**config.mk**
```make
export PLATFORM = sky130hd
export DESIGN_NAME = apr_core
export DESIGN_NICKNAME = d
export VERILOG_FILES = /design/src/common/apr_pkg.sv /design/src/hdl/apr_sync.sv /design/src/hdl/apr_timer.sv /design/src/hdl/apr_core.sv
export SDC_FILE = /design/constraint.sdc
export NUM_CORES = 1
export LEC_CHECK = 0
export ABC_AREA = 1
export BUFFER_PORTS_ARGS = -buffer_cell sky130_fd_sc_hd__buf_2
export CAP_MARGIN = 20
export CORE_ASPECT_RATIO = 1.4
export CORE_UTILIZATION = 31
export DETAILED_ROUTE_END_ITERATION = 8
export PLACE_DENSITY = 0.46
export SLEW_MARGIN = 20
export SYNTH_ARGS = -nofsm -noshare
export SYNTH_HDL_FRONTEND = slang
export SYNTH_SLANG_ARGS = --single-unit
```
**constraint.sdc**
```tcl
create_clock -name clock_in -period 2.4 [get_ports clock_in]
set_input_delay 0 -clock clock_in [delete_from_list [all_inputs] [get_ports clock_in]]
set_output_delay 0 -clock clock_in [all_outputs]
set_load 0.01 [all_outputs]
```
**src/common/apr_pkg.sv**
```systemverilog
package apr_pkg;

    // ------------------------------------------------------------
    // Register indices (byte address is four times the index)
    // ------------------------------------------------------------
    localparam logic [7:0] IDX_OP_CTRL = 8'h02;
    localparam logic [7:0] IDX_TYA     = 8'h05;
    localparam logic [7:0] IDX_AUX     = 8'h09;
    localparam logic [7:0] IDX_RX1     = 8'h0A;
    localparam logic [7:0] IDX_RX3     = 8'h0C;
    localparam logic [7:0] IDX_MODE    = 8'h03;
    localparam logic [7:0] IDX_RATE    = 8'h04;
    localparam logic [7:0] IDX_CMD     = 8'h20;
    localparam logic [7:0] IDX_ADC     = 8'h21;
    localparam logic [7:0] IDX_STATUS  = 8'h22;

    localparam logic [7:0] ADDR_OP_CTRL = 8'(IDX_OP_CTRL * 4);
    localparam logic [7:0] ADDR_TYA     = 8'(IDX_TYA * 4);
    localparam logic [7:0] ADDR_AUX     = 8'(IDX_AUX * 4);
    localparam logic [7:0] ADDR_RX1     = 8'(IDX_RX1 * 4);
    localparam logic [7:0] ADDR_RX3     = 8'(IDX_RX3 * 4);
    localparam logic [7:0] ADDR_MODE    = 8'(IDX_MODE * 4);
    localparam logic [7:0] ADDR_RATE    = 8'(IDX_RATE * 4);
    localparam logic [7:0] ADDR_CMD     = 8'(IDX_CMD * 4);
    localparam logic [7:0] ADDR_ADC     = 8'(IDX_ADC * 4);
    localparam logic [7:0] ADDR_STATUS  = 8'(IDX_STATUS * 4);

    // ------------------------------------------------------------
    // Field positions
    // ------------------------------------------------------------
    localparam int BIT_EN       = 7;
    localparam int BIT_RX_EN    = 6;
    localparam int BIT_RX_CHN   = 5;
    localparam int BIT_TX_EN    = 3;
    localparam int BIT_F0       = 5;
    localparam int BIT_TX_MOD   = 5;
    localparam int BIT_FD       = 4;
    localparam int BIT_DEMOD_CH = 7;
    localparam int BIT_AMD_SEL  = 6;
    localparam int FILT_LSB     = 0;
    localparam int BIT_LIM      = 1;
    localparam int BIT_RG       = 0;
    localparam int MODE_TGT_BIT = 7;
    localparam int MODE_OM_LSB  = 3;
    localparam int TXR_LSB      = 4;
    localparam int RXR_LSB      = 0;

    // ------------------------------------------------------------
    // Mode, rate and command codes
    // ------------------------------------------------------------
    localparam logic [3:0] OM_TYPE_A  = 4'h1;
    localparam logic [3:0] OM_TYPE_B  = 4'h2;
    localparam logic [3:0] OM_SUBC    = 4'h3;
    localparam logic [3:0] OM_PSK     = 4'h4;
    localparam logic [3:0] OM_ACTIVE  = 4'h5;
    localparam logic [3:0] RATE_106   = 4'h0;
    localparam logic [3:0] RATE_212   = 4'h1;
    localparam logic [3:0] RATE_424   = 4'h2;
    localparam logic [3:0] RATE_848   = 4'h3;
    localparam logic [7:0] CMD_PRESET = 8'h01;
    localparam logic [7:0] CMD_MASK   = 8'h02;
    localparam logic [7:0] CMD_UNMASK = 8'h03;
    localparam logic [7:0] CMD_MEAS   = 8'h04;

    // Low-pass and zero-setting presets {lp[2:0], zero[2:0]}
    localparam logic [5:0] FILT_ACTIVE = 6'h24;
    localparam logic [5:0] FILT_LOW    = 6'h08;
    localparam logic [5:0] FILT_HIGH   = 6'h13;

    // ------------------------------------------------------------
    // Reset values and timing
    // ------------------------------------------------------------
    localparam logic [7:0] RST_OP_CTRL  = 8'h00;
    localparam logic       RST_UNMASKED = 1'b1;
    localparam int CLK_MHZ       = 100;
    localparam int MEAS_MAX_US   = 25;
    localparam int MEAS_MAX_CYC  = MEAS_MAX_US * CLK_MHZ;
    localparam int AMP_LSB_UVPP  = 13020;
    localparam int DET_GAIN_X10  = 6;

    typedef enum logic [0:0] {APR_IDLE, APR_MEAS} apr_state_t;

endpackage

```
**src/hdl/apr_sync.sv**
```systemverilog
`timescale 1ns/100ps
module apr_sync (
    // Clock and reset
    input  wire logic clock_in,
    input  wire logic srst_in,
    // Asynchronous level in, filtered level out
    input  wire logic d_in,
    output logic      q_out
);
    import apr_pkg::*;

    typedef struct packed {
        logic [2:0] sh;
        logic       q;
    } apr_sync_st_t;

    apr_sync_st_t r_reg;
    apr_sync_st_t r_next;

    // Level changes once the second and third stage agree
    always_comb begin
        r_next    = r_reg;
        r_next.sh = {r_reg.sh[1:0], d_in};
        if (r_reg.sh[1] == r_reg.sh[2]) begin
            r_next.q = r_reg.sh[2];
        end
    end

    always_ff @(posedge clock_in) begin
        if (srst_in) begin
            r_reg <= '0;
        end else begin
            r_reg <= r_next;
        end
    end

    assign q_out = r_reg.q;
endmodule

```
**src/hdl/apr_timer.sv**
```systemverilog
`timescale 1ns/100ps
module apr_timer #(
    parameter int CYC = 2500,
    parameter int W   = 12
) (
    // Clock and reset
    input  wire logic clock_in,
    input  wire logic srst_in,
    // Control
    input  wire logic start_in,
    input  wire logic stop_in,
    // Expiry, high in the last cycle of the window
    output logic      expired_out
);
    import apr_pkg::*;

    typedef struct packed {
        logic         run;
        logic [W-1:0] cnt;
    } apr_tmr_st_t;

    apr_tmr_st_t r_reg;
    apr_tmr_st_t r_next;

    always_comb begin
        r_next = r_reg;
        if (start_in) begin
            r_next.run = 1'b1;
            r_next.cnt = W'(CYC - 2);
        end else if (stop_in || expired_out) begin
            r_next.run = 1'b0;
        end else if (r_reg.run) begin
            r_next.cnt = r_reg.cnt - 1'b1;
        end
    end

    always_ff @(posedge clock_in) begin
        if (srst_in) begin
            r_reg <= '0;
        end else begin
            r_reg <= r_next;
        end
    end

    assign expired_out = r_reg.run && (r_reg.cnt == '0);
endmodule

```
**src/hdl/apr_core.sv**
```systemverilog
// Summary of operation
// - Preset loads bits from mode and rate
// - Active peer mode sets single channel
// - Target or active initiator clears transmitter
// - Active peer mode sets start byte insert
// - Modulation type from mode and tx rate
// - Peer field detector only in active mode
// - Active peer mode selects amplitude channel
// - Peak detector up to fc/16, else mixer
// - Filter and zero bits from mode, rate
// - Clipping and gain reduction in active mode
// - Mask forces receive active low
// - Unmask drives receive active high
// - Unmask resets running mask timer
// - Mask commands need receiver enable
// - Mask commands chain, raise no completion
// - Measure routes amplitude detector to converter
// - Converter step is 13.02 mVpp
// - Measurement finishes within 25 us
// - Measure needs enable and stable oscillator
// - Measure raises completion, no chaining
// - Field commands set transmitter enable
`timescale 1ns/100ps
module apr_core (
    // Clock and reset
    input  wire logic        clock_in,
    input  wire logic        srst_in,
    // APB slave
    input  wire logic        psel_in,
    input  wire logic        penable_in,
    input  wire logic        pwrite_in,
    input  wire logic [7:0]  paddr_in,
    input  wire logic [31:0] pwdata_in,
    output logic      [31:0] prdata_out,
    output logic             pready_out,
    output logic             pslverr_out,
    // Oscillator and converter
    input  wire logic        osc_stable_in,
    input  wire logic        adc_done_in,
    input  wire logic [7:0]  adc_data_in,
    output logic             adc_start_out,
    output logic             adc_mux_amp_out,
    output logic             adc_absolute_out,
    output logic             amp_det_en_out,
    output logic             tx_drive_out,
    // Receive gating
    input  wire logic        mask_timer_running_in,
    output logic             mask_timer_reset_out,
    output logic             rx_on_out,
    output logic             rx_framing_en_out,
    // Field commands and completion
    input  wire logic        field_on_ok_in,
    output logic             cmd_done_irq_out
);
    import apr_pkg::*;

    typedef struct packed {
        logic [7:0]  op_ctrl;
        logic [7:0]  tya;
        logic [7:0]  aux;
        logic [7:0]  rx1;
        logic [7:0]  rx3;
        logic [7:0]  mode;
        logic [7:0]  rate;
        logic [7:0]  adc;
        logic [31:0] rdata;
        logic        unmasked;
        logic        adc_go;
        logic        done;
        logic        tmr_rst;
        logic [11:0] age;
        apr_state_t  state;
    } apr_core_st_t;

    localparam apr_core_st_t RST_ST = '{
        op_ctrl:  RST_OP_CTRL,
        unmasked: RST_UNMASKED,
        state:    APR_IDLE,
        default:  '0
    };

    apr_core_st_t r_reg;
    apr_core_st_t r_next;

    logic        osc_ok;
    logic        tmr_exp;
    logic        wr;
    logic        hit;
    logic [7:0]  rd_byte;
    logic        cmd_go;
    logic [7:0]  cmd;
    logic        busy;
    logic [3:0]  om;
    logic [3:0]  txr;
    logic [3:0]  rxr;
    logic        active;
    logic        target;
    logic        acc_preset;
    logic        acc_mask;
    logic        acc_unmask;
    logic        acc_meas;

    // ------------------------------------------------------------
    // Oscillator-stable synchroniser and measurement window
    // ------------------------------------------------------------
    apr_sync u_osc_sync (
        .clock_in (clock_in),
        .srst_in  (srst_in),
        .d_in     (osc_stable_in),
        .q_out    (osc_ok)
    );

    apr_timer #(
        .CYC (MEAS_MAX_CYC),
        .W   (12)
    ) u_meas_tmr (
        .clock_in    (clock_in),
        .srst_in     (srst_in),
        .start_in    (acc_meas),
        .stop_in     (busy && adc_done_in),
        .expired_out (tmr_exp)
    );

    // ------------------------------------------------------------
    // Decode
    // ------------------------------------------------------------
    assign busy   = (r_reg.state == APR_MEAS);
    assign om     = r_reg.mode[MODE_OM_LSB +: 4];
    assign target = r_reg.mode[MODE_TGT_BIT];
    assign txr    = r_reg.rate[TXR_LSB +: 4];
    assign rxr    = r_reg.rate[RXR_LSB +: 4];
    assign active = (om == OM_ACTIVE);
    assign wr     = psel_in && penable_in && pwrite_in;
    assign cmd_go = wr && (paddr_in == ADDR_CMD);
    assign cmd    = pwdata_in[7:0];

    // Measurement owns the front end, so no command is taken meanwhile
    assign acc_preset = cmd_go && !busy && (cmd == CMD_PRESET);
    assign acc_mask   = cmd_go && !busy && (cmd == CMD_MASK)
                        && r_reg.op_ctrl[BIT_RX_EN];
    assign acc_unmask = cmd_go && !busy && (cmd == CMD_UNMASK)
                        && r_reg.op_ctrl[BIT_RX_EN];
    assign acc_meas   = cmd_go && !busy && (cmd == CMD_MEAS)
                        && r_reg.op_ctrl[BIT_EN] && osc_ok;

    always_comb begin
        hit     = 1'b1;
        rd_byte = 8'h00;
        case (paddr_in)
            ADDR_OP_CTRL: rd_byte = r_reg.op_ctrl;
            ADDR_TYA:     rd_byte = r_reg.tya;
            ADDR_AUX:     rd_byte = r_reg.aux;
            ADDR_RX1:     rd_byte = r_reg.rx1;
            ADDR_RX3:     rd_byte = r_reg.rx3;
            ADDR_MODE:    rd_byte = r_reg.mode;
            ADDR_RATE:    rd_byte = r_reg.rate;
            ADDR_CMD:     rd_byte = 8'h00;
            ADDR_ADC:     rd_byte = r_reg.adc;
            ADDR_STATUS:  rd_byte = {5'h00, r_reg.unmasked, osc_ok, busy};
            default:      hit     = 1'b0;
        endcase
    end

    // ------------------------------------------------------------
    // Next state
    // ------------------------------------------------------------
    always_comb begin
        r_next         = r_reg;
        r_next.adc_go  = 1'b0;
        r_next.done    = 1'b0;
        r_next.tmr_rst = 1'b0;
        // Cycles spent measuring, watched by the window check
        r_next.age     = busy ? r_reg.age + 12'h001 : 12'h000;
        if (psel_in && !penable_in) begin
            r_next.rdata = {24'h000000, rd_byte};
        end
        if (wr) begin
            case (paddr_in)
                ADDR_OP_CTRL: r_next.op_ctrl = pwdata_in[7:0];
                ADDR_TYA:     r_next.tya     = pwdata_in[7:0];
                ADDR_AUX:     r_next.aux     = pwdata_in[7:0];
                ADDR_RX1:     r_next.rx1     = pwdata_in[7:0];
                ADDR_RX3:     r_next.rx3     = pwdata_in[7:0];
                ADDR_MODE:    r_next.mode    = pwdata_in[7:0];
                ADDR_RATE:    r_next.rate    = pwdata_in[7:0];
                default:      r_next.rate    = r_next.rate;
            endcase
        end

        if (acc_preset) begin
            if (active) begin
                r_next.op_ctrl[BIT_RX_CHN] = 1'b1;
                r_next.tya[BIT_F0]         = 1'b1;
                r_next.rx1[BIT_DEMOD_CH]   = 1'b0;
            end
            if (target || active) begin
                r_next.op_ctrl[BIT_TX_EN] = 1'b0;
            end
            if (om == OM_TYPE_A || (active && txr == RATE_106)) begin
                r_next.aux[BIT_TX_MOD] = 1'b0;
            end else if (om == OM_TYPE_B || (active
                         && (txr == RATE_212 || txr == RATE_424))) begin
                r_next.aux[BIT_TX_MOD] = 1'b1;
            end
            r_next.aux[BIT_FD]       = active;
            r_next.rx1[BIT_AMD_SEL]  = (rxr > RATE_848);
            if (active) begin
                r_next.rx1[FILT_LSB +: 6] = FILT_ACTIVE;
            end else if (rxr <= RATE_212) begin
                r_next.rx1[FILT_LSB +: 6] = FILT_LOW;
            end else begin
                r_next.rx1[FILT_LSB +: 6] = FILT_HIGH;
            end
            r_next.rx3[BIT_LIM] = active;
            r_next.rx3[BIT_RG]  = active;
        end

        // Both gating commands chain freely and never complete loudly
        if (acc_mask) begin
            r_next.unmasked = 1'b0;
        end
        if (acc_unmask) begin
            r_next.unmasked = 1'b1;
            r_next.tmr_rst  = mask_timer_running_in;
        end

        case (r_reg.state)
            APR_IDLE: begin
                if (acc_meas) begin
                    r_next.state  = APR_MEAS;
                    r_next.adc_go = 1'b1;
                end
            end
            APR_MEAS: begin
                if (adc_done_in) begin
                    // One step is 13.02 mVpp with detector gain 0.6
                    r_next.adc   = adc_data_in;
                    r_next.done  = 1'b1;
                    r_next.state = APR_IDLE;
                end else if (tmr_exp) begin
                    r_next.done  = 1'b1;
                    r_next.state = APR_IDLE;
                end
            end
            default: r_next.state = APR_IDLE;
        endcase

        // Field-on success wins over a software clear in the same cycle
        if (field_on_ok_in) begin
            r_next.op_ctrl[BIT_TX_EN] = 1'b1;
        end
    end

    always_ff @(posedge clock_in) begin
        if (srst_in) begin
            r_reg <= RST_ST;
        end else begin
            r_reg <= r_next;
        end
    end

    // ------------------------------------------------------------
    // Outputs
    // ------------------------------------------------------------
    assign prdata_out           = r_reg.rdata;
    assign pready_out           = 1'b1;
    assign pslverr_out          = psel_in && penable_in && !hit;
    assign adc_start_out        = r_reg.adc_go;
    assign adc_mux_amp_out      = busy;
    assign adc_absolute_out     = busy;
    assign amp_det_en_out       = busy;
    assign tx_drive_out         = busy || r_reg.op_ctrl[BIT_TX_EN];
    assign mask_timer_reset_out = r_reg.tmr_rst;
    assign rx_on_out = r_reg.unmasked && r_reg.op_ctrl[BIT_RX_EN];
    assign rx_framing_en_out    = r_reg.unmasked;
    assign cmd_done_irq_out     = r_reg.done;
endmodule

```
# == Word-level counts from Yosys, hierarchy flattened ==
# Cells that the tools add are included.
# totals
regBits,94
out_inout_bits,43
# classes
n_addsub,1
order_cmp,2
n_eq_ne,21
n_mux,35
bitwise_logic,3
n_reduce_logical,54
# ops
cell,count
case mux 8 bit (9 select lines),1
two-way mux 8 bit,7
two-way mux 54 bit,1
== test 8 x 6 -> 1 bit (second input constant),3
== test 8 bit (second input constant),3
two-way mux 12 bit,2
AND reduction 2 bit,12
logical AND 1 bit,19
two-way mux 1 bit,17
== test 8 x 2 -> 1 bit (second input constant),2
== test 8 x 4 -> 1 bit (second input constant),2
== test 8 x 5 -> 1 bit (second input constant),2
two-way mux 13 bit,1
zero test 12 bit,1
two-way mux 6 bit,2
nonzero test 2 bit,6
subtractor 12 x 1 -> 12 bit (second input constant),1
OR reduction 10 bit,1
OR reduction 2 bit,5
== test 4 x 1 -> 1 bit (second input constant),2
== test 4 x 2 -> 1 bit (second input constant),2
== test 8 x 1 -> 1 bit (second input constant),1
== test 8 x 3 -> 1 bit (second input constant),1
logical OR 1 bit,6
other kinds (11),16

# == Longest topological paths before layout ==
# Gate-level depths: netlist of the first run.
# logic_depth
ltp_word,9
ltp_mapped,12

# == Hierarchy ==
# From an unflattened synthesis of the first run, not the netlist that was laid out.
# unflattened
cells_unflattened,735
area_unflattened_um2,5181.2
# modules_own_cells
mod,n_inst,cells_each,area_per_inst_um2
apr_core,1,596,4217.8
apr_timer,1,126,842.1
apr_sync,1,13,121.4

# == Worst setup path before layout of the first run ==
# OpenSTA, ideal clock, no wires.
# synth_timing
path_kind,reg-to-reg
startpoint,reg u_meas_tmr.r_reg[0] (netlist bit)
endpoint,reg u_meas_tmr.r_reg[7] (netlist bit)
setup_ns,0.128
arrival_time_ns,1.381
required_ns,2.272
setup_slack_ns,0.891
path_stages_with_launch,11
n_path_buf,1
period_less_slack_ns,1.509
path_cell_list,dfxtp_1 inv_1 ha_1 nand2_1 nor2_4 nand3_2 nand2_2 buf_6 o21ai_0 a21oi_1 nor2_1
# synth_between
elab_chain_cells,5
# synth_rtl
element,line_no,source
from (decl),apr_timer.sv:22,apr_tmr_st_t r_reg;
from (signal assigned),apr_timer.sv:41,r_reg <= r_next;
"parallel branches: the longest is 5 deep, another holds subtractor 12 x 1 -> 12 bit",n/a,
# Parallel ways; which one is timed is not known. The select of a mux whose other input is x is not followed.
# A chain may end at the register's enable or synchronous reset.

# == Worst setup path after layout of the first run ==
# layout_timing
startpoint,reg u_meas_tmr.r_reg[0] (netlist bit)
endpoint,reg u_meas_tmr.r_reg[9] (netlist bit)
# layout_between
elab_chain_cells,5
# layout_rtl
element
"parallel branches: the longest is 5 deep, another holds subtractor 12 x 1 -> 12 bit"
# Parallel ways; which one is timed is not known.

==> results.json, run 1 <==
{
  "min_period_over_period": 0.779,
  "arrival_ns": 2.11,
  "synthFlopType": "dfxtp_1",
  "first_global_vias": 4351,
  "fp.dieW_um": 108,
  "crit_family": "simple AND/OR/NAND/NOR gates",
  "drv_slew": 0,
  "clock_path_buffers": 2,
  "cts-root-buf": "clkbuf_16",
  "status": "completed",
  "hold_ws_ns": 0.0360,
  "synth_edf_count": 0,
  "endpoint_kind": "flip-flop",
  "clk_pin_slew_ns": 0.07,
  "placementRows": 54,
  "synth.distinct_cells": 37,
  "cts_buffers": 9,
  "die_area_mm2": 0.0163,
  "cp_max_fo": 14,
  "diodes": 0,
  "irDropWorstVdd_mv": 0.232,
  "synthTopCellsByArea": "dfxtp_1 (38%), o21ai_0 (9.0%), nand2_1 (8.1%)",
  "grt_pass1_wl_um": 23500,
  "max_slew.worst_pin.slew_ns": 0.677,
  "area_growth_syn_to_layout_pct": 14.6,
  "required_ns": 2.64,
  "synth_cells": 709,
  "fill_cells": 1711,
  "cp.depth": 10,
  "final_cell_mix": "nand2_1 (106), dfxtp_1 (94), nor2_1 (91)",
  "power.leakage_uw": 0.00245,
  "yosysWarnings": 0,
  "grt_max_degree": 57,
  "start_kind": "flip-flop",
  "yosys.area.top_type_share": 0.384,
  "syn_area_per_cell_um2": 6.91,
  "crit_chain": "inv_1 > ha_1 > nand2_1 > nor2_4 > nand3_2 > nand2_2 > inv_2 > nand2_1 > xor2_1 > nor2_1",
  "syn_area_mm2": 0.00490,
  "max_stage_delay_ns": 0.31,
  "hold_viol": 0,
  "largest_reg_flops": 60,
  "rsz0062_at_grt": "no",
  "detail-route-antenna-nets": 0,
  "whs_path_depth": 3,
  "core-area_mm2": 0.0155,
  "setup_tns_ns": 0,
  "clkLatencyLatePin_ns": 0.36,
  "fmax_mhz": 535,
  "cap_viol_max_count": 0,
  "wl_per_cell_um": 15.9,
  "finalNetCount": 820,
  "cts_tree": "done",
  "hpwlAfterDp_um": 11400,
  "synthArstFlopShare": 0,
  "worst_slack_ns": 0.529,
  "hold_path_class": "in2reg",
  "multi_input_area_mm2": 0.00240,
  "cts.repair.resized": 0,
  "cts_max_level": 3,
  "drt-total-wl_um": 15300,
  "route.detailed.drc": 0,
  "max-slew-margin-rel": 0.548,
  "ys_seq_area_frac": 0.384,
  "via_count": 4629,
  "hold_buffers": 18,
  "worstSetupPathType": "reg2reg",
  "grt.total_usage": 0.197,
  "via_per_inst": 4.81,
  "grt-ovfl-total": 0,
  "antenna_found_initial": 0,
  "stdcell_area_mm2": 0.00561,
  "post_cts_buffers": 0,
  "path_common_cell": "nand2_1",
  "p_per_area_mw_per_mm2": 560,
  "drt_pass1_iterations": 5,
  "start_util": 0.315,
  "gp_congestion": 0.901,
  "cp_slowest_cell": "dfxtp_1",
  "ys_ff_latch": 94,
  "rr_worst_depth": 10,
  "finalCriticalPeriod_ns": 1.87,
  "io_buffers": 50,
  "seq_area_mm2": 0.00188,
  "yosys.area.top_type": "dfxtp_1",
  "dp_slack_ns": 0.563,
  "drive_above_1_share": 0.154,
  "layout_commonest_cell": "nand2_1",
  "setup_violations": 0,
  "placed_area_mm2": 0.00516,
  "clock_sinks": 94,
  "path_buf_inv": 2,
  "pin_count": 100,
  "skew_ns": 0.0106,
  "die_y_um": 151,
  "drtIter0Drc": 218
}
-- power breakdown --
part	internal (uW)	switching [uW]	leakage, uW
clock	731	629	0.000135
combinational	68.9	147	0.00155
sequential	1560	1.73	0.000758
-- synth_stat cells (8+ instances only) --
cell      count
inv_1        64
o21ai_0      88
nor2_1       91
dfxtp_1      94
buf_4        42
nand4_1       9
nand3_1      62
nor2_4        8
nand2_1     106
inv_2        14
nand2_2       8
a21oi_1      63
clkbuf_1      8
-- cell families after synthesis --
| kind of cell | after synthesis | synth area share |
|---|---|---|
| compound gates | 161 | 0.166 |
| flops | 94 | 0.384 |
| other cells | 2 | 0.00153 |
| buf+inv | 137 | 0.143 |
| fa+ha+maj | 1 | 0.00255 |
| simple gates | 312 | 0.299 |
| xor+xnor | 2 | 0.00358 |
-- worst min-delay path, delay by kind of cell --
kind                   cells  cell delay, ns
AO/OA/AOI/OAI              2            0.20
buffers and inverters      1            0.15
-- per-layer routing --
layer  vias to the layer above  global-route usage  wire length (um)
met2                       143               0.333              7400
met4                         0               0.119               642
li1                       2361                   -                 -
met1                      2090               0.235              6530
met5                         -                   0                 0
met3                        35              0.0290               718
-- metrics by stage --
step	power [uW]	cells	util
after floorplan	1740	732	-
after global placement	1790	929	0.332
after detailed placement	1790	929	0.332
after CTS	3170	963	0.361
after global routing	3240	963	0.361
final	3140	963	0.361
-- final timing paths --
check,from,endpoint,slack (ns)
worst max register to register,u_meas_tmr.r_reg[0],u_meas_tmr.r_reg[9],0.53
worst max-delay path,u_meas_tmr.r_reg[0],u_meas_tmr.r_reg[9],0.53
worst min register to register,u_osc_sync.r_next[2],u_osc_sync.r_next[3],0.40
worst min-delay path,pwdata_in[7],r_reg[96],0.04
-- cell type report --
type,instances,area share
Clock buffer,11,0.0432
Clock inverter,5,0.00624
Inverter,79,0.0528
Multi-Input combinational cell,501,0.428
Sequential cell,94,0.335
Tap cell,196,0.0437
Timing Repair Buffer,77,0.0909
Note: power is estimated with default switching activity, not from simulation.
==> run 2, diff against run 1 <==
- clock period: 2.4 -> 1.8 ns (I/O delays scaled with it)
==> run 2 against run 1 <==
Cell count increased by 1.8%. Clock power increased by 50%. Setup slack worse by 0.40 ns. First-iteration DRC count up 9.6%. Largest cell class unchanged.
==> results.json, run 2 (same netlist as run 1, synthesis figures left out) <==
{
  "status": "completed",
  "drtIter0Drc": 239,
  "cp_max_fo": 6,
  "io_buffers": 50,
  "rsz0062_at_grt": "no",
  "drt-total-wl_um": 15600,
  "grt-ovfl-total": 0,
  "wl_per_cell_um": 15.9,
  "gp_congestion": 0.879,
  "antenna_found_initial": 0,
  "die_y_um": 151,
  "via_count": 4696,
  "grt_pass1_wl_um": 23800,
  "hold_path_class": "in2reg",
  "drt_pass1_iterations": 5,
  "clk_pin_slew_ns": 0.07,
  "irDropWorstVdd_mv": 0.375,
  "arrival_ns": 1.97,
  "cts_tree": "done",
  "r2r_slack_ns": 0.13,
  "setup_violations": 0,
  "max-slew-margin-rel": 0.648,
  "diodes": 0,
  "start_util": 0.315,
  "cts-root-buf": "clkbuf_16",
  "rr_worst_depth": 6,
  "largest_reg_flops": 60,
  "detail-route-antenna-nets": 0,
  "layout_commonest_cell": "nand2_1",
  "multi_input_area_mm2": 0.00240,
  "grt_max_degree": 36,
  "drive_above_1_share": 0.176,
  "total_power_uw": 4420,
  "hpwlAfterDp_um": 11900,
  "setup_tns_ns": 0,
  "placed_area_mm2": 0.00528,
  "endpoint_kind": "flip-flop",
  "first_global_vias": 4305,
  "route.detailed.drc": 0,
  "cp-endpoint": "adc_start_out",
  "cts_buffers": 9,
  "power.leakage_uw": 0.00255,
  "worst_slack_ns": 0.129,
  "p_per_area_mw_per_mm2": 764,
  "clock_path_buffers": 2,
  "die_area_mm2": 0.0163,
  "min_period_over_period": 0.928,
  "layout.cells.non_filler": 980,
  "fmax_mhz": 598,
  "core-area_mm2": 0.0155,
  "placementRows": 54,
  "finalCriticalPeriod_ns": 1.67,
  "start_kind": "flip-flop",
  "drv_slew": 0,
  "required_ns": 2.09,
  "dp_cells": 946,
  "cap_viol_max_count": 0,
  "seq_area_mm2": 0.00188,
  "cts_max_level": 3,
  "stdcell_area_mm2": 0.00579,
  "area_growth_syn_to_layout_pct": 18.2,
  "max_slew.worst_pin.slew_ns": 0.524,
  "clkLatencyLatePin_ns": 0.35,
  "finalNetCount": 837,
  "clock_sinks": 94,
  "rr_endpoint": "adc_start_out",
  "final_cell_mix": "nand2_1 (106), dfxtp_1 (94), nor2_1 (90)",
  "cp-startpoint": "adc_absolute_out",
  "via_per_inst": 4.79,
  "dp_slack_ns": 0.132,
  "r2r-start": "adc_absolute_out",
  "fill_cells": 1707,
  "skew_ns": 0.00949,
  "fp.dieW_um": 108,
  "worstSetupPathType": "reg2reg",
  "hold_viol": 0,
  "grt.total_usage": 0.199,
  "pin_count": 100
}
[run 2: cell types whose count changed in the layout (fill, tap and decap cells not counted), sizes merged]
cell,previous run,this run
buf,59,76
clkinvlp,1,0
inv,78,79
clkinv,5,3
bufinv,0,1
clkbuf,11,12
[run 2: worst min path at each step]
stage | startpoint | cells after the start | slack [ns] | to
floorplan | osc_stable_in | 2 | 0.11 | u_osc_sync.r_next[2]
global placement | osc_stable_in | 3 | 0.21 | u_osc_sync.r_next[2]
detailed placement | osc_stable_in | 3 | 0.21 | u_osc_sync.r_next[2]
CTS | pwdata_in[7] | 3 | 0.03 | r_reg[96]
global route | pwdata_in[7] | 3 | 0.04 | r_reg[96]
finish | pwdata_in[7] | 3 | 0.03 | r_reg[96]
[run 2: per-stage QoR]
stage                      util  hold slack, ns
after floorplan               -           0.107
after global placement    0.340           0.210
after detailed placement  0.340           0.213
after CTS                 0.372          0.0264
after global routing      0.372          0.0425
final                     0.372          0.0306
[run 2: repair_timing]
| action | in CTS | in global routing |
|---|---|---|
| resized for setup | 0 | 3 |
| endpoints found under the setup margin | 0 | 7 |
| setup buffers | 0 | 0 |
| hold endpoints to repair | 21 | 0 |
| hold buffers | 18 | 0 |
[run 2: layout make-up]
cell class                      count  share of cell area
Timing Repair Buffer               94               0.110
Inverter                           79              0.0517
Clock inverter                      4             0.00908
Tap cell                          196              0.0424
Clock buffer                       12              0.0460
Sequential cell                    94               0.325
Multi-Input combinational cell    501               0.415
[run 2: power breakdown]
group,switching [uW],leakage (uW),internal [uW]
registers,2.47,0.000758,2080
clock network,847,0.000159,1200
logic,198,0.00164,96.8
total,1050,0.00255,3380
[run 2: routing by layer]
layer	global-route usage	vias up	share of wire
met5	0	-	0
met4	0.0993	0	0.038
met3	0.0208	26	0.041
met2	0.351	134	0.50
met1	0.238	2133	0.42
li1	-	2403	-
[run 2: worst max-delay path, stage by stage (launching register included)]
cell,delay (ns)
dfxtp_1,0.36
inv_2,0.11
nand4_4,0.14
inv_4,0.14
nand2_1,0.06
nor4_1,0.21
dlygate4sd3_1,0.60
==> run 3, diff against run 2 <==
- CTS_BUF_LIST: unset -> sky130_fd_sc_hd__clkbuf_16
==> run 3 against run 2 <==
Non-clock buffer count is the same. Routed wire length down 0.25%. Core utilization down 0.19 points. Via count shrank 0.53%. Clock skew about the same. Setup slack better by 0.019 ns. Clock power shrank 6%. Cell count is the same. Critical path type unchanged. Clock-buffer cell count is 3 lower. Global-route usage about the same.
==> results.json, run 3 (same netlist as run 1, synthesis figures left out) <==
{
  "status": "completed",
  "drtIter0Drc": 246,
  "cp_max_fo": 13,
  "start_util": 0.315,
  "max_slew.worst_pin.slew_ns": 0.523,
  "max-slew-margin-rel": 0.649,
  "required_ns": 2.04,
  "cap_viol_max_count": 0,
  "layout_commonest_cell": "nand2_1",
  "setup_violations": 0,
  "worstSetupPathType": "reg2reg",
  "p_seq_frac": 0.487,
  "rsz0062_at_grt": "no",
  "final_cell_mix": "nand2_1 (106), dfxtp_1 (94), nor2_1 (90)",
  "route.detailed.drc": 0,
  "r2r-start": "u_meas_tmr.r_reg[0]",
  "clockPowerShare": 0.445,
  "power.leakage_uw": 0.00254,
  "drive_above_1_share": 0.172,
  "diodes": 0,
  "fmax_mhz": 605,
  "rr_worst_depth": 10,
  "pin_count": 100,
  "start_kind": "flip-flop",
  "first_global_vias": 4309,
  "clock_sinks": 94,
  "core-area_mm2": 0.0155,
  "drt-total-wl_um": 15600,
  "final_util": 0.371,
  "p_int_uw": 3250,
  "grt_pass1_wl_um": 23800,
  "drt_pass1_iterations": 5,
  "hold_start": "pwdata_in[7]",
  "wl_per_cell_um": 15.9,
  "rr_endpoint": "u_meas_tmr.r_reg[7]",
  "skew_ns": 0.00979,
  "hold_viol": 0,
  "grt.total_usage": 0.199,
  "fill_cells": 1716,
  "io_buffers": 50,
  "drv_slew": 0,
  "cts_buffers": 9,
  "gp_congestion": 0.879,
  "die_y_um": 151,
  "clock_path_buffers": 2,
  "whs_path_depth": 3,
  "hold_path_class": "in2reg",
  "r2r_slack_ns": 0.15,
  "via_per_inst": 4.77,
  "grt_max_degree": 36,
  "irDropWorstVdd_mv": 0.328,
  "cts_max_level": 3,
  "p_per_area_mw_per_mm2": 744,
  "area_growth_syn_to_layout_pct": 17.6,
  "die_area_mm2": 0.0163,
  "antenna_found_initial": 0,
  "post_cts_buffers": 0,
  "cts-root-buf": "clkbuf_16",
  "setup_tns_ns": 0,
  "clk_pin_slew_ns": 0.07,
  "arrival_ns": 1.89,
  "cts_tree": "done",
  "finalNetCount": 837,
  "endpoint_kind": "flip-flop",
  "detail-route-antenna-nets": 0,
  "grt-ovfl-total": 0,
  "min_period_over_period": 0.918,
  "fp.dieW_um": 108,
  "hpwlAfterDp_um": 11900,
  "largest_reg_flops": 60,
  "placementRows": 54,
  "min_to": "r_reg[96]",
  "clkLatencyLatePin_ns": 0.35,
  "p_sw_frac": 0.242,
  "via_count": 4671,
  "finalCriticalPeriod_ns": 1.65,
  "switching_power_uw": 1040,
  "combPwrFrac": 0.069
}
## run 3: cell types whose count changed in the layout (fill, tap and decap cells not counted)
| cell | previous run | this run |
|---|---|---|
| clkbuf_8 | 3 | 0 |
| clkinv_1 | 1 | 4 |
## run 3: layout make-up
cell class	instances	area (um2)	area share
flip-flops and latches	94	1880	0.327
repair buffers	94	638	0.111
clock inverters	7	63.8	0.0111
inverters	79	299	0.0519
multi-input cells	501	2400	0.418
clock buffers	9	225	0.0391
well taps	196	245	0.0426
## run 3: per-layer routing
metal / vias up / track usage / wire, um
li1: 2396 / - / -
met1: 2124 / 0.237 / 6510
met2: 130 / 0.351 / 7830
met3: 21 / 0.0208 / 704
met4: 0 / 0.0993 / 541
met5: - / 0 / 0
## run 3: what timing repair did
item	CTS	global route
hold buffers	18	0
endpoints found under the setup margin	0	7
hold endpoints to repair	21	0
gates resized for setup	0	3
## run 3: how the worst max path moves through the flow
stage                     cells past startpoint  slack, ns              endpoint                start
final                                        10       0.15   u_meas_tmr.r_reg[7]  u_meas_tmr.r_reg[0]
after global routing                         10      0.001   u_meas_tmr.r_reg[9]  u_meas_tmr.r_reg[0]
after CTS                                     6       0.11         adc_start_out     adc_absolute_out
after detailed placement                     12       0.13  u_meas_tmr.r_reg[11]  u_meas_tmr.r_reg[0]
after global placement                       12       0.17  u_meas_tmr.r_reg[11]  u_meas_tmr.r_reg[0]
after floorplan                              10       0.29   u_meas_tmr.r_reg[7]  u_meas_tmr.r_reg[0]
## run 3: per-stage QoR
step	hold slack, ns	worst slack (ns)	area [um2]	instances	power, uW
finish	0.0448	0.148	5760	980	4290
global placement	0.210	0.175	5280	946	2400
CTS	0.0264	0.109	5750	980	4350
detailed placement	0.213	0.132	5280	946	2400
global route	0.0427	0.00142	5760	980	4430
floorplan	0.107	0.291	4980	732	2320
## run 3: worst max-delay path, stage by stage, from the launching register on
cell	delay [ns]
dfxtp_1	0.31
inv_1	0.10
ha_1	0.23
nand2_1	0.15
nor2_4	0.16
nand3_2	0.09
nand2_2	0.11
buf_12	0.13
o21ai_0	0.08
a21oi_1	0.13
nor2_1	0.05
## run 3: power groups by stage
stage / Combinational, uW / Sequential (uW) / Clock, uW
floorplan: 183 / 2130 / 0
global route: 325 / 2090 / 2020
global placement: 264 / 2130 / 0
CTS: 294 / 2090 / 1970
finish: 294 / 2090 / 1910
detailed placement: 265 / 2130 / 0
